**config.mk**
```make
export PLATFORM = sky130hd
export DESIGN_NAME = pwm_fault_protect
export DESIGN_NICKNAME = d
export VERILOG_FILES = /design/src/core/pwm_prot_pkg.sv /design/src/core/fault_filter.sv /design/src/core/gray_stepper.sv /design/src/core/pwm_fault_protect.sv
export VERILOG_INCLUDE_DIRS = /design/src /design/src/core
export SDC_FILE = /design/constraint.sdc
export NUM_CORES = 1
export LEC_CHECK = 0
export CAP_MARGIN = 15
export CORE_MARGIN = 2
export CORE_UTILIZATION = 40
export DETAILED_ROUTE_END_ITERATION = 6
export DONT_BUFFER_PORTS = 1
export GPL_ROUTABILITY_DRIVEN = 0
export GPL_TIMING_DRIVEN = 0
export PLACE_DENSITY = 0.61
export SLEW_MARGIN = 20
export SYNTH_ARGS = -nofsm -noshare
export SYNTH_HDL_FRONTEND = slang
export SYNTH_SLANG_ARGS = --single-unit
```
**constraint.sdc**
```tcl
create_clock -name mclk_i -period 2.9 [get_ports mclk_i]
set_input_delay 0.435 -clock mclk_i [delete_from_list [all_inputs] [get_ports mclk_i]]
set_output_delay 0.435 -clock mclk_i [all_outputs]
set_load 0.1 [all_outputs]
```
**src/core/pwm_prot_cfg.svh**
```systemverilog
// Offsets, field positions, reset values and timing counts of the protection block
`ifndef PWM_PROT_CFG_SVH
`define PWM_PROT_CFG_SVH

// ---------------------------------------------------------------
// Register byte offsets
// ---------------------------------------------------------------
`define ADDR_CLK       10'h000
`define ADDR_DIS       10'h008
`define ADDR_SCM       10'h020
`define ADDR_FMR       10'h05c
`define ADDR_FSR       10'h060
`define ADDR_CLR       10'h064
`define ADDR_LVL       10'h068
`define ADDR_RTE       10'h06c
`define ADDR_EL0       10'h080
`define ADDR_EL1       10'h084
`define ADDR_STEP      10'h0b0
`define ADDR_LCMD      10'h0e4
`define ADDR_LSTA      10'h0e8

// Per-channel window: 0x200 + ch * 0x20
`define CH_WIN_TAG     3'h4
`define CH_CMR         5'h00
`define CH_PRD         5'h0c
`define CH_PRDUPD      5'h10
`define CH_DT          5'h18
`define CH_DTUPD       5'h1c

// ---------------------------------------------------------------
// Fields and reset values
// ---------------------------------------------------------------
`define UNLOCK_KEY     24'h50574d
`define GROUP_NONE     3'h7
`define NUM_FAULT      5
`define NUM_CH         4
`define RST_FMR        24'h000000
`define RST_RTE        32'h00000000
`define RST_SEL        8'h00

// ---------------------------------------------------------------
// Timing
// ---------------------------------------------------------------
`define CLK_MHZ        200
`define FILT_TIME_NS   20
`define FILT_CYCLES    (((`FILT_TIME_NS * `CLK_MHZ) + 999) / 1000)

`endif

```
**src/core/pwm_prot_pkg.sv**
```systemverilog
// Types shared by the protection block
package pwm_prot_pkg;

   typedef enum logic [1:0]
   {
      CMD_SW_OFF = 2'h0,
      CMD_SW_ON  = 2'h1,
      CMD_HW_ON  = 2'h2,
      CMD_NONE   = 2'h3
   } lock_cmd_type;

   typedef logic [7:0] fault_mask_type;

endpackage

```
**src/core/fault_filter.sv**
```systemverilog
// Stability filter for one synchronised fault input
`timescale 1ns/1ps
`include "pwm_prot_cfg.svh"

module fault_filter
(
   input  wire logic mclk_i,
   input  wire logic reset_i,
   input  wire logic sample_i,
   input  wire logic filter_en_i,
   output logic      level_o
);

   logic [3:0] cnt_ff;
   logic       level_ff;
   logic       differs;
   logic       settled;

   assign differs = sample_i ^ level_ff;
   assign settled = (cnt_ff == 4'(`FILT_CYCLES - 1));
   assign level_o = level_ff;

   // With the filter enabled, level follows the input only after it holds for the filter time
   always_ff @(posedge mclk_i)
   begin
      if (reset_i)
      begin
         cnt_ff   <= 4'h0;
         level_ff <= 1'b0;
      end
      else if (!filter_en_i || (differs && settled))
      begin
         cnt_ff   <= 4'h0;
         level_ff <= sample_i;
      end
      else
      begin
         cnt_ff   <= differs ? cnt_ff + 4'h1 : 4'h0;
      end
   end

endmodule

```
**src/core/gray_stepper.sv**
```systemverilog
// Two-bit gray sequencer for one channel pair
`timescale 1ns/1ps

module gray_stepper
(
   input  wire logic       mclk_i,
   input  wire logic       reset_i,
   input  wire logic       enable_i,
   input  wire logic       down_i,
   input  wire logic       step_i,
   output logic [1:0]      gray_o
);

   logic [1:0] cnt_ff;

   assign gray_o = cnt_ff ^ {1'b0, cnt_ff[1]};

   // Held at the first state while sequencing is off
   always_ff @(posedge mclk_i)
   begin
      if (reset_i || !enable_i)
         cnt_ff <= 2'h0;
      else if (step_i)
         cnt_ff <= down_i ? cnt_ff - 2'h1 : cnt_ff + 2'h1;
   end

endmodule

```
**src/core/pwm_fault_protect.sv**
```systemverilog
// Fault protection, event lines, gray stepping and write locking of the PWM controller
//
// Functional notes
// - Fault status shows each fault input level, after the filter when enabled.
// - One readable flag per fault: one while active, zero while inactive.
// - Clear bit ends a latched fault only once its input left the polarity.
// - An active routed fault forces both channel outputs to programmed levels.
// - Eight-bit routing field per channel; only the five low bits count.
// - Protection level and routing writes need group 5 unlocked in both locks.
// - Each event line pulses when any selected comparison unit matches.
// - Per pair an enable starts gray sequencing; companion bit picks down count.
// - Lock commands act only with the correct key; key reads back zero.
// - A lock command touches only groups whose select bit is one.
// - Command codes: 0 soft unlock, 1 soft lock, 2 hard lock, 3 nothing.
// - A hard lock stays until controller reset; commands cannot clear it.
// - Six groups: clock, disable, modes, period, dead time, fault setup.
// - Status shows hard locks in bits 8 to 13, soft locks in 0 to 5.
// - Bit 7 flags any protected write attempt since the last status read.
// - While flagged, bits 16 to 31 hold the attempted offset over four.
// - Reading the status clears the violation flag and source.
// - Fault asserts at polarity; non-latched ends on release, latched needs clear.
// - Per-fault filter bit: zero passes input raw, one filters it.
`timescale 1ns/1ps
`include "pwm_prot_cfg.svh"

module pwm_fault_protect
(
   input  wire logic        mclk_i,
   input  wire logic        reset_i,
   input  wire logic [9:0]  reg_addr_i,
   input  wire logic [31:0] reg_wdata_i,
   input  wire logic        reg_wr_i,
   input  wire logic        reg_rd_i,
   output logic [31:0]      reg_rdata_o,
   input  wire logic [4:0]  fault_pin_i,
   input  wire logic [7:0]  cmp_match_i,
   input  wire logic [3:0]  dt_low_i,
   input  wire logic [3:0]  dt_high_i,
   input  wire logic [3:0]  period_end_i,
   output logic [3:0]       low_side_output_o,
   output logic [3:0]       high_side_output_o,
   output logic [1:0]       event_line_o,
   output logic [5:0]       group_open_o
);

   // ---------------------------------------------------------------
   // Protected register decode
   // ---------------------------------------------------------------
   function automatic logic [2:0] group_of(input logic [9:0] a);
      logic [4:0] ofs;
      begin
         ofs      = a[4:0];
         group_of = `GROUP_NONE;
         if (a == `ADDR_CLK)
            group_of = 3'h0;
         else if (a == `ADDR_DIS)
            group_of = 3'h1;
         else if (a == `ADDR_SCM || a == `ADDR_STEP)
            group_of = 3'h2;
         else if (a == `ADDR_FMR || a == `ADDR_LVL || a == `ADDR_RTE)
            group_of = 3'h5;
         else if (a[9:7] == `CH_WIN_TAG)
         begin
            if (ofs == `CH_CMR)
               group_of = 3'h2;
            else if (ofs == `CH_PRD || ofs == `CH_PRDUPD)
               group_of = 3'h3;
            else if (ofs == `CH_DT || ofs == `CH_DTUPD)
               group_of = 3'h4;
         end
      end
   endfunction

   // ---------------------------------------------------------------
   // Registers
   // ---------------------------------------------------------------
   logic [5:0]                 sw_lock_ff;
   logic [5:0]                 hw_lock_ff;
   logic                       viol_ff;
   logic [15:0]                viol_src_ff;
   logic [23:0]                fmr_ff;
   logic [3:0]                 lvl_low_ff;
   logic [3:0]                 lvl_high_ff;
   logic [31:0]                rte_ff;
   pwm_prot_pkg::fault_mask_type sel_ff [2];
   logic [1:0]                 gray_en_ff;
   logic [1:0]                 down_ff;
   logic [4:0]                 sync1_ff;
   logic [4:0]                 sync2_ff;
   logic [4:0]                 fault_ff;
   logic [31:0]                rdata_ff;
   logic [3:0]                 low_ff;
   logic [3:0]                 high_ff;
   logic [1:0]                 event_ff;
   logic [5:0]                 open_ff;

   // ---------------------------------------------------------------
   // Write qualification
   // ---------------------------------------------------------------
   logic [2:0]                 wr_grp;
   logic [7:0]                 locked_ext;
   logic                       wr_locked;
   logic                       wr_ok;
   logic                       viol_now;
   logic                       lsta_rd;

   assign wr_grp     = group_of(reg_addr_i);
   assign locked_ext = {2'b00, sw_lock_ff | hw_lock_ff};
   assign wr_locked  = locked_ext[wr_grp];
   assign wr_ok      = reg_wr_i & ~wr_locked;
   assign viol_now   = reg_wr_i & wr_locked;
   assign lsta_rd    = reg_rd_i && (reg_addr_i == `ADDR_LSTA);

   logic                       wr_fmr;
   logic                       wr_lvl;
   logic                       wr_rte;
   logic                       wr_step;
   logic                       wr_clr;
   logic [1:0]                 wr_el;

   assign wr_fmr  = wr_ok && (reg_addr_i == `ADDR_FMR);
   assign wr_lvl  = wr_ok && (reg_addr_i == `ADDR_LVL);
   assign wr_rte  = wr_ok && (reg_addr_i == `ADDR_RTE);
   assign wr_step = wr_ok && (reg_addr_i == `ADDR_STEP);
   assign wr_clr  = reg_wr_i && (reg_addr_i == `ADDR_CLR);
   assign wr_el   = {wr_ok && (reg_addr_i == `ADDR_EL1),
                     wr_ok && (reg_addr_i == `ADDR_EL0)};

   // ---------------------------------------------------------------
   // Lock command
   // ---------------------------------------------------------------
   logic                       cmd_hit;
   logic [5:0]                 cmd_sel;
   pwm_prot_pkg::lock_cmd_type cmd_code;
   logic [5:0]                 nxt_sw_lock;
   logic [5:0]                 nxt_hw_lock;

   assign cmd_hit  = reg_wr_i && (reg_addr_i == `ADDR_LCMD)
                     && (reg_wdata_i[31:8] == `UNLOCK_KEY);
   assign cmd_sel  = reg_wdata_i[7:2];
   assign cmd_code = pwm_prot_pkg::lock_cmd_type'(reg_wdata_i[1:0]);

   assign nxt_sw_lock = !cmd_hit ? sw_lock_ff :
                        (cmd_code == pwm_prot_pkg::CMD_SW_OFF) ? (sw_lock_ff & ~cmd_sel) :
                        (cmd_code == pwm_prot_pkg::CMD_SW_ON)  ? (sw_lock_ff | cmd_sel) :
                        sw_lock_ff;
   assign nxt_hw_lock = (cmd_hit && cmd_code == pwm_prot_pkg::CMD_HW_ON) ?
                        (hw_lock_ff | cmd_sel) : hw_lock_ff;

   always_ff @(posedge mclk_i)
   begin
      if (reset_i)
      begin
         sw_lock_ff <= 6'h00;
         hw_lock_ff <= 6'h00;
         open_ff    <= 6'h3f;
      end
      else
      begin
         sw_lock_ff <= nxt_sw_lock;
         hw_lock_ff <= nxt_hw_lock;
         open_ff    <= ~(nxt_sw_lock | nxt_hw_lock);
      end
   end

   // ---------------------------------------------------------------
   // Violation tracking
   // ---------------------------------------------------------------
   logic                       nxt_viol;
   logic [15:0]                nxt_viol_src;

   // A new attempt in the reading cycle survives the clear
   assign nxt_viol     = viol_now | (viol_ff & ~lsta_rd);
   assign nxt_viol_src = viol_now ? {8'h00, reg_addr_i[9:2]} :
                         lsta_rd  ? 16'h0000 : viol_src_ff;

   always_ff @(posedge mclk_i)
   begin
      if (reset_i)
      begin
         viol_ff     <= 1'b0;
         viol_src_ff <= 16'h0000;
      end
      else
      begin
         viol_ff     <= nxt_viol;
         viol_src_ff <= nxt_viol_src;
      end
   end

   // ---------------------------------------------------------------
   // Configuration registers
   // ---------------------------------------------------------------
   always_ff @(posedge mclk_i)
   begin
      if (reset_i)
      begin
         fmr_ff      <= `RST_FMR;
         lvl_low_ff  <= 4'h0;
         lvl_high_ff <= 4'h0;
         rte_ff      <= `RST_RTE;
         gray_en_ff  <= 2'h0;
         down_ff     <= 2'h0;
      end
      else
      begin
         if (wr_fmr)
            fmr_ff <= reg_wdata_i[23:0];
         if (wr_lvl)
         begin
            lvl_low_ff  <= reg_wdata_i[19:16];
            lvl_high_ff <= reg_wdata_i[3:0];
         end
         if (wr_rte)
            rte_ff <= reg_wdata_i;
         if (wr_step)
         begin
            gray_en_ff <= reg_wdata_i[1:0];
            down_ff    <= reg_wdata_i[17:16];
         end
      end
   end

   // ---------------------------------------------------------------
   // Event lines
   // ---------------------------------------------------------------
   genvar i;
   generate
      for (i = 0; i < 2; i = i + 1)
      begin : g_event
         always_ff @(posedge mclk_i)
         begin
            if (reset_i)
            begin
               sel_ff[i]   <= `RST_SEL;
               event_ff[i] <= 1'b0;
            end
            else
            begin
               if (wr_el[i])
                  sel_ff[i] <= reg_wdata_i[7:0];
               event_ff[i] <= |(cmp_match_i & sel_ff[i]);
            end
         end
      end
   endgenerate

   // ---------------------------------------------------------------
   // Fault inputs and fault state
   // ---------------------------------------------------------------
   logic [4:0]                 filt_level;
   logic [4:0]                 fault_pol;
   logic [4:0]                 fault_latch;
   logic [4:0]                 at_pol;
   logic [4:0]                 clear_ok;
   logic [4:0]                 nxt_fault;

   assign fault_pol   = fmr_ff[4:0];
   assign fault_latch = fmr_ff[12:8];
   assign at_pol      = ~(filt_level ^ fault_pol);
   assign clear_ok    = wr_clr ? (reg_wdata_i[4:0] & fault_latch & ~at_pol) : 5'h00;
   assign nxt_fault   = at_pol | (fault_ff & fault_latch & ~clear_ok);

   generate
      for (i = 0; i < `NUM_FAULT; i = i + 1)
      begin : g_filter
         fault_filter u_filter
         (
            .mclk_i      (mclk_i),
            .reset_i     (reset_i),
            .sample_i    (sync2_ff[i]),
            .filter_en_i (fmr_ff[16 + i]),
            .level_o     (filt_level[i])
         );
      end
   endgenerate

   always_ff @(posedge mclk_i)
   begin
      if (reset_i)
      begin
         sync1_ff <= 5'h00;
         sync2_ff <= 5'h00;
         fault_ff <= 5'h00;
      end
      else
      begin
         sync1_ff <= fault_pin_i;
         sync2_ff <= sync1_ff;
         fault_ff <= nxt_fault;
      end
   end

   // ---------------------------------------------------------------
   // Gray sequencing and output selection
   // ---------------------------------------------------------------
   logic [1:0]                 gray_val [2];
   logic [3:0]                 prot;
   logic [3:0]                 nxt_low;
   logic [3:0]                 nxt_high;

   generate
      for (i = 0; i < 2; i = i + 1)
      begin : g_pair
         gray_stepper u_gray
         (
            .mclk_i   (mclk_i),
            .reset_i  (reset_i),
            .enable_i (gray_en_ff[i]),
            .down_i   (down_ff[i]),
            .step_i   (period_end_i[2 * i]),
            .gray_o   (gray_val[i])
         );
      end

      for (i = 0; i < `NUM_CH; i = i + 1)
      begin : g_chan
         logic gray_bit;
         assign prot[i]     = |(fault_ff & rte_ff[8 * i +: `NUM_FAULT]);
         assign gray_bit    = gray_val[i / 2][i % 2];
         assign nxt_low[i]  = prot[i] ? lvl_low_ff[i] :
                              gray_en_ff[i / 2] ? gray_bit : dt_low_i[i];
         assign nxt_high[i] = prot[i] ? lvl_high_ff[i] :
                              gray_en_ff[i / 2] ? ~gray_bit : dt_high_i[i];
      end
   endgenerate

   always_ff @(posedge mclk_i)
   begin
      if (reset_i)
      begin
         low_ff  <= 4'h0;
         high_ff <= 4'h0;
      end
      else
      begin
         low_ff  <= nxt_low;
         high_ff <= nxt_high;
      end
   end

   // ---------------------------------------------------------------
   // Read path
   // ---------------------------------------------------------------
   logic [31:0]                rd_fsr;
   logic [31:0]                rd_lsta;
   logic [31:0]                rd_mux;

   assign rd_fsr  = {16'h0000, 3'h0, fault_ff, 3'h0, filt_level};
   assign rd_lsta = {viol_src_ff, 2'h0, hw_lock_ff,
                     viol_ff, 1'b0, sw_lock_ff};
   // Write-only and unmapped offsets read zero, key included
   assign rd_mux  = (reg_addr_i == `ADDR_FMR)  ? {8'h00, fmr_ff} :
                    (reg_addr_i == `ADDR_FSR)  ? rd_fsr :
                    (reg_addr_i == `ADDR_LVL)  ? {12'h000, lvl_low_ff, 12'h000, lvl_high_ff} :
                    (reg_addr_i == `ADDR_RTE)  ? rte_ff :
                    (reg_addr_i == `ADDR_EL0)  ? {24'h000000, sel_ff[0]} :
                    (reg_addr_i == `ADDR_EL1)  ? {24'h000000, sel_ff[1]} :
                    (reg_addr_i == `ADDR_STEP) ? {14'h0000, down_ff, 14'h0000, gray_en_ff} :
                    (reg_addr_i == `ADDR_LSTA) ? rd_lsta :
                    32'h00000000;

   always_ff @(posedge mclk_i)
   begin
      if (reset_i)
         rdata_ff <= 32'h00000000;
      else
         rdata_ff <= reg_rd_i ? rd_mux : 32'h00000000;
   end

   // ---------------------------------------------------------------
   // Outputs
   // ---------------------------------------------------------------
   assign reg_rdata_o        = rdata_ff;
   assign low_side_output_o  = low_ff;
   assign high_side_output_o = high_ff;
   assign event_line_o       = event_ff;
   assign group_open_o       = open_ff;

endmodule

```
* Yosys cells after proc, flatten, opt, wreduce, memory -nomap -nowiden
Memories as Yosys holds them, arrays and structs flattened.
Index checks and enable logic that the tools add are counted.
** Word-level totals
- Register bits :: 181
- Bits in writable memories :: 16
- Input port bits :: 71
- Output and inout port bits :: 48
- Logic and storage cells :: 220
- Memories kept :: 1
** Memory list
- sel_ff :: depth 2, width 8, rd ports 2, clocked after Yosys merged registers in 0, write ports 2, line pwm_fault_protect.sv:85 : pwm_prot_pkg::fault_mask_type sel_ff [2];
** Operators by class
- Add/subtract/negate cells :: 9
- $lt $le $gt $ge :: 1
- Eq/ne operators :: 25
- Mux-type cells :: 53
- Bitwise operators :: 47
- Reduce and logical (&&, ||, !) cells :: 52
** Operator list (number)
- 2-to-1 mux 24 bit :: 7
- equality test 10 x 7 -> 1 bit (second input constant) :: 5
- equality test 10 x 8 -> 1 bit (second input constant) :: 5
- bitwise AND 5 bit :: 8
- 2-to-1 mux 32 bit :: 1
- 2-to-1 mux 8 bit :: 4
- 2-to-1 mux 1 bit :: 25
- OR reduction 5 bit :: 5
- equality test 24 x 23 -> 1 bit (second input constant) :: 1
- 2-to-1 mux 6 bit :: 4
- OR 6 bit :: 4
- 2-to-1 mux 3 bit :: 7
- adder 4 x 1 -> 4 bit (second input constant) :: 5
- equality test 4 x 2 -> 1 bit (second input constant) :: 5
- bitwise AND 8 bit :: 2
- logical AND 1 bit :: 16
- OR reduction 8 bit :: 2
- equality test 5 bit (second input constant) :: 3
- NOT 5 bit :: 3
- OR reduction 3 bit :: 5
- logical OR 1 bit :: 12
- NOT 1 bit :: 12
- NOT 6 bit :: 2
- equality test 10 x 4 -> 1 bit (second input constant) :: 1
- other kinds (24) :: 43

* Longest topological paths before layout
- Depth in word-level cells :: 19
- Mapped depth :: 10

* Hierarchy
A second synthesis with hierarchy kept.
** Second synthesis, totals
- Cell total of the unflattened synthesis :: 855
- Area total of the unflattened synthesis :: 8340.5 sq um
** By module, submodules not included
- pwm_fault_protect :: instances 1, cells each 728, area an instance 7075.5 sq um, sequential area each 3523.4 sq um
- fault_filter :: instances 5, cells each 21, area an instance 209.0 sq um, sequential area each 100.1 sq um
- gray_stepper :: instances 2, cells each 11, area an instance 110.1 sq um, sequential area each 40.0 sq um

* Worst setup path before layout
Ideal clock, no wire load.
- Path kind :: input port to flip-flop
- From :: in reg_addr_i[3]
- To :: reg fmr_ff[16]
- Arrival :: 2.534 ns
- Required time :: 2.779 ns
- Slack :: 0.245 ns
- Stages on the path :: 10
- Path buffers :: 3
- Path through :: buf_6 -> nor4_2 -> a22o_2 -> a2bb2oi_2 -> or4_4 -> and3_4 -> or3_1 -> buf_6 -> buf_6 -> mux2i_1
** Between the ends
- Longest elaborated chain between the ends :: 15
- Elaborated cells on any way between the ends :: 30
- Those cells by class :: 10 x eq/ne; 10 x mux; 2 x bitwise; 8 x reduce/logical
** Ends and longest elaborated chain
- from (decl) :: line pwm_fault_protect.sv:30 : input wire logic [9:0] reg_addr_i,
- equality test 5 bit (no line)
- logical OR 1 bit (no line)
- 2-to-1 mux 2 bit :: line pwm_fault_protect.sv:68 : else if (ofs == `CH_DT || ofs == `CH_DTUPD)
- 2-to-1 mux 3 bit :: line pwm_fault_protect.sv:66 : else if (ofs == `CH_PRD || ofs == `CH_PRDUPD)
- 2-to-1 mux 3 bit :: line pwm_fault_protect.sv:64 : if (ofs == `CH_CMR)
- 2-to-1 mux 3 bit :: line pwm_fault_protect.sv:62 : else if (a[9:7] == `CH_WIN_TAG)
- 2-to-1 mux 3 bit :: line pwm_fault_protect.sv:60 : else if (a == `ADDR_FMR || a == `ADDR_LVL || a == `ADDR_RTE)
- 2-to-1 mux 3 bit :: line pwm_fault_protect.sv:58 : else if (a == `ADDR_SCM || a == `ADDR_STEP)
- 2-to-1 mux 3 bit :: line pwm_fault_protect.sv:56 : else if (a == `ADDR_DIS)
- 2-to-1 mux 3 bit :: line pwm_fault_protect.sv:54 : if (a == `ADDR_CLK)
- binary-select mux 1 bit (select 3 bit) :: line pwm_fault_protect.sv:109 : assign wr_locked = locked_ext[wr_grp];
- 2-to-1 mux 1 bit (implied by the code) :: line pwm_fault_protect.sv:109
- NOT 1 bit :: line pwm_fault_protect.sv:110 : assign wr_ok = reg_wr_i & ~wr_locked;
- bitwise AND 1 bit :: line pwm_fault_protect.sv:110
- logical AND 1 bit * :: line pwm_fault_protect.sv:121 : assign wr_fmr = wr_ok && (reg_addr_i == `ADDR_FMR);
- to (signal assigned) :: line pwm_fault_protect.sv:198 : fmr_ff <= `RST_FMR;
- to (signal assigned) :: line pwm_fault_protect.sv:208 : fmr_ff <= reg_wdata_i[23:0];
- to (decl) :: line pwm_fault_protect.sv:81 : logic [23:0] fmr_ff;
Every way passes the cells marked *; elsewhere a longest branch is shown, timed or not. The select of a mux whose other input is x is not followed.
A chain may end at the register's enable or synchronous reset.

* Final worst setup path
- From :: in reg_addr_i[4]
- To :: reg rte_ff[5]
** Between the ends
- Longest elaborated chain between the ends :: 15
- Elaborated cells on any way between the ends :: 30
- Those cells by class :: 10 x eq/ne; 10 x mux; 2 x bitwise; 8 x reduce/logical
** Ends and longest elaborated chain
- equality test 5 bit (no line)
- logical OR 1 bit (no line)
- 2-to-1 mux 2 bit :: line pwm_fault_protect.sv:68
- 2-to-1 mux 3 bit :: line pwm_fault_protect.sv:66
- 2-to-1 mux 3 bit :: line pwm_fault_protect.sv:64
- 2-to-1 mux 3 bit :: line pwm_fault_protect.sv:62
- 2-to-1 mux 3 bit :: line pwm_fault_protect.sv:60
- 2-to-1 mux 3 bit :: line pwm_fault_protect.sv:58
- 2-to-1 mux 3 bit :: line pwm_fault_protect.sv:56
- 2-to-1 mux 3 bit :: line pwm_fault_protect.sv:54
- binary-select mux 1 bit (select 3 bit) :: line pwm_fault_protect.sv:109
- 2-to-1 mux 1 bit (implied by the code) :: line pwm_fault_protect.sv:109
- NOT 1 bit :: line pwm_fault_protect.sv:110
- bitwise AND 1 bit :: line pwm_fault_protect.sv:110
- logical AND 1 bit * :: line pwm_fault_protect.sv:123 : assign wr_rte = wr_ok && (reg_addr_i == `ADDR_RTE);
- to (signal assigned) :: line pwm_fault_protect.sv:201 : rte_ff <= `RST_RTE;
- to (signal assigned) :: line pwm_fault_protect.sv:215 : rte_ff <= reg_wdata_i;
- to (decl) :: line pwm_fault_protect.sv:84 : logic [31:0] rte_ff;
Marked as above.

==> run summary <==
Unrepaired setup endpoints after global routing - no
Diodes inserted - 0
Area leader, netlist - dfxtp_1
Row cnt - 53
Post-synth EDFFs - 16
Die width - 149 µm
Mapped cell area - 0.00843 mm²
Initial Util - 40.5%
Fin. Hold Viols - 0
CTS HTree Levels - 4
Slew headroom - 29.9%
Area Growth Syn to Fin - 11.4%
Endpoints failing setup - 0
Critical Path AT - 3030 ps
Die area - 0.0222 mm²
Leakage - 3.55 nW
Share of layout cells above drive strength 1 - 5.95%
Register area share after synthesis - 48.7%
Die Ht - 149 µm
Slew @ Worst Pin - 1040 ps
Top post-synthesis cells by count - dfxtp_1, nand2b_1, mux2i_1
CP endpoint kind - flop
# nets final - 954
GRT Overall Usage - 22.7%
Yosys cell types - 55
PortBufs - 0
Clock Sinks - 197
Core Box Area - 0.0208 mm²
Vias in the first global route - 6147
Iter 0 DRT Violations - 704
Pwr dens - 584 mW/mm²
CP Launch Type - primary input
Synth Flop Type - dfxtp_1
Most frequent cell after synthesis - dfxtp_1
Worst-path fanout max - 10
Mapped Cells - 859
Ys async rst share - 0%
Clock Skew - 12.5 ps
Synth top area cells - dfxtp_1, mux2i_1, nand2b_1, edfxtp_1, a22oi_1
Fmax - 375 MHz
Ports - 119
Global-route wire length before repair - 37400 µm
Top-area cell type share of the netlist area - 43.0%
Final core utilization - 45.1%
Num CTS Buffers - 17
Drt total wl - 24700 µm
Clk_lat worst skew - 450 ps
Root Driver - clkbuf_16
Required time worst endpoint - 3270 ps
Clock transition at the registers of the reported paths - 70 ps
Remaining DRCs - 0
Largest net degree at the start of global routing - 20
WL/cell - 21.2 µm
Final WS setup - 236 ps
Outcome - complete, no violations
Crit path kind - primary input to flop
Max VDD drop - 0.000359 V
CTS max path bufs - 2
DP HPWL - 18600 µm
CTS tree - yes
Post CTS Setup Buffer Count - 0
Syn avg cell area - 9.81 µm²
Max-slew violations - 0
Avg Vias per Cell - 5.48
Tcrit/Tclk final - 91.9%
Hold Buf Count CTS - 0
Initial antenna violation count - 1
#FFs+latches synth - 197
Tightest Hold Check Type - primary input to flop
Syn nets - 935
GRT overflow - 0
DR pass1 iterations - 6
Vias - 6386
Post-DRT Antenna Nets - 0
Synth Warn # - 0
Max Cap Viol - 0
Min Clock Period, post-route - 2660 ps
Pre-CTS WS - -530 ps
worst max-delay path: stages:
cell and delay, ps:
clkbuf_1 200, and4bb_2 410, and2_1 180, nand3_1 320, nor2_4 420, and3_1 260
clkbuf_1 270, buf_4 300, mux2i_1 220
registers in the layout, indices dropped and copies added, names as in the netlist, 2 cells and up:
register / cells
low_side_output_o: 4
hw_lock_ff: 6
event_line_o: 2
sync1_ff: 5
g_filter.u_filter.level_o: 5
high_side_output_o: 4
fmr_ff: 24
down_ff: 2
sel_ff: 16
gray_en_ff: 2
g_filter.u_filter.cnt_ff: 20
g_pair.u_gray.cnt_ff: 4
rte_ff: 32
viol_src_ff: 8
group_open_o: 6
lvl_low_ff: 4
sync2_ff: 5
lvl_high_ff: 4
fault_ff: 5
reg_rdata_o: 32
sw_lock_ff: 6
power breakdown:
group,internal [W],switching [W],total (W)
clock network,0.00126,0.00116,0.00242
logic,0.0000787,0.000123,0.000202
registers,0.00277,0.0000903,0.00286
per-stage QoR:
| step | hold WS (ps) | TNS, ps | total power (W) | instance area, µm² | instances |
|---|---|---|---|---|---|
| after CTS | 105 | 0 | 0.00552 | 9380 | 1166 |
| after floorplan | 414 | 0 | 0.00305 | 8430 | 859 |
| after global routing | 103 | 0 | 0.00566 | 9390 | 1166 |
| after global placement | 422 | -22970 | 0.00312 | 8770 | 1134 |
| after detailed placement | 426 | -22660 | 0.00312 | 8770 | 1134 |
| final | 114 | 0 | 0.00548 | 9390 | 1166 |
layout make-up:
class,instances,area [µm²]
Clock inverter,13,163
Multi-Input combinational cell,608,4090
Tap cell,275,344
Inverter,13,48.8
Fill cell,2019,11400
Buffer,41,199
Clock buffer,19,444
Sequential cell,197,4100
cell usage in the layout (no fill, tap or decap), types with 12 or more instances in the layout:
master | Yosys | final
and3_1 | 12 | 12
mux2i_1 | 92 | 92
a22oi_1 | 37 | 37
inv_1 | 13 | 13
nand3_1 | 14 | 14
clkbuf_16 | 0 | 17
nand2b_1 | 112 | 112
xor2_1 | 13 | 13
o21ai_0 | 15 | 15
nand2_1 | 55 | 55
dfxtp_1 | 181 | 181
xnor2_1 | 15 | 15
nor2_1 | 74 | 73
edfxtp_1 | 16 | 16
and2_1 | 18 | 18
a21oi_1 | 36 | 36
nor2b_1 | 12 | 12
clkbuf_1 | 31 | 30
final timing paths:
check	startpoint	endpoint	slack, ps	cells after the start
setup / recovery	reg_addr_i[4]	rte_ff[5]$_SDFFE_PP0P_	240	9
hold / removal	fault_pin_i[1]	sync1_ff[1]$_SDFF_PP0_	110	1
setup reg to reg	hw_lock_ff[4]$_SDFF_PP0_	rte_ff[5]$_SDFFE_PP0P_	690	6
hold reg to reg	sync1_ff[2]$_SDFF_PP0_	sync2_ff[2]$_SDFF_PP0_	440	1
logic make-up (layout without fill, tap and decap cells):
group                    count (synthesis)  count (layout)  share of synthesized area [%]
XOR/XNOR                                28              28                           2.91
AO/OA/AOI/OAI                          132             132                           10.8
AND/OR/NAND/NOR                        351             351                           23.0
buffers and inverters                   54              86                           2.92
multiplexers                            92              92                           10.9
adder cells (fa/ha/maj)                  5               5                          0.742
flip-flops                             197             197                           48.7
routing by layer:
layer	up-vias	track usage [%]	part of all wire, %
li1	3050	-	-
met1	3008	31.3	44
met2	299	35.3	45
met3	29	6.30	9.7
met4	0	5.95	1.5
met5	-	0	0
what timing repair did:
item,4_1_cts,5_1_grt
resized for setup,1,3
hold endpoints to repair,0,0
setup endpoints to repair,30,31
(Power assumes the default switching activity.)
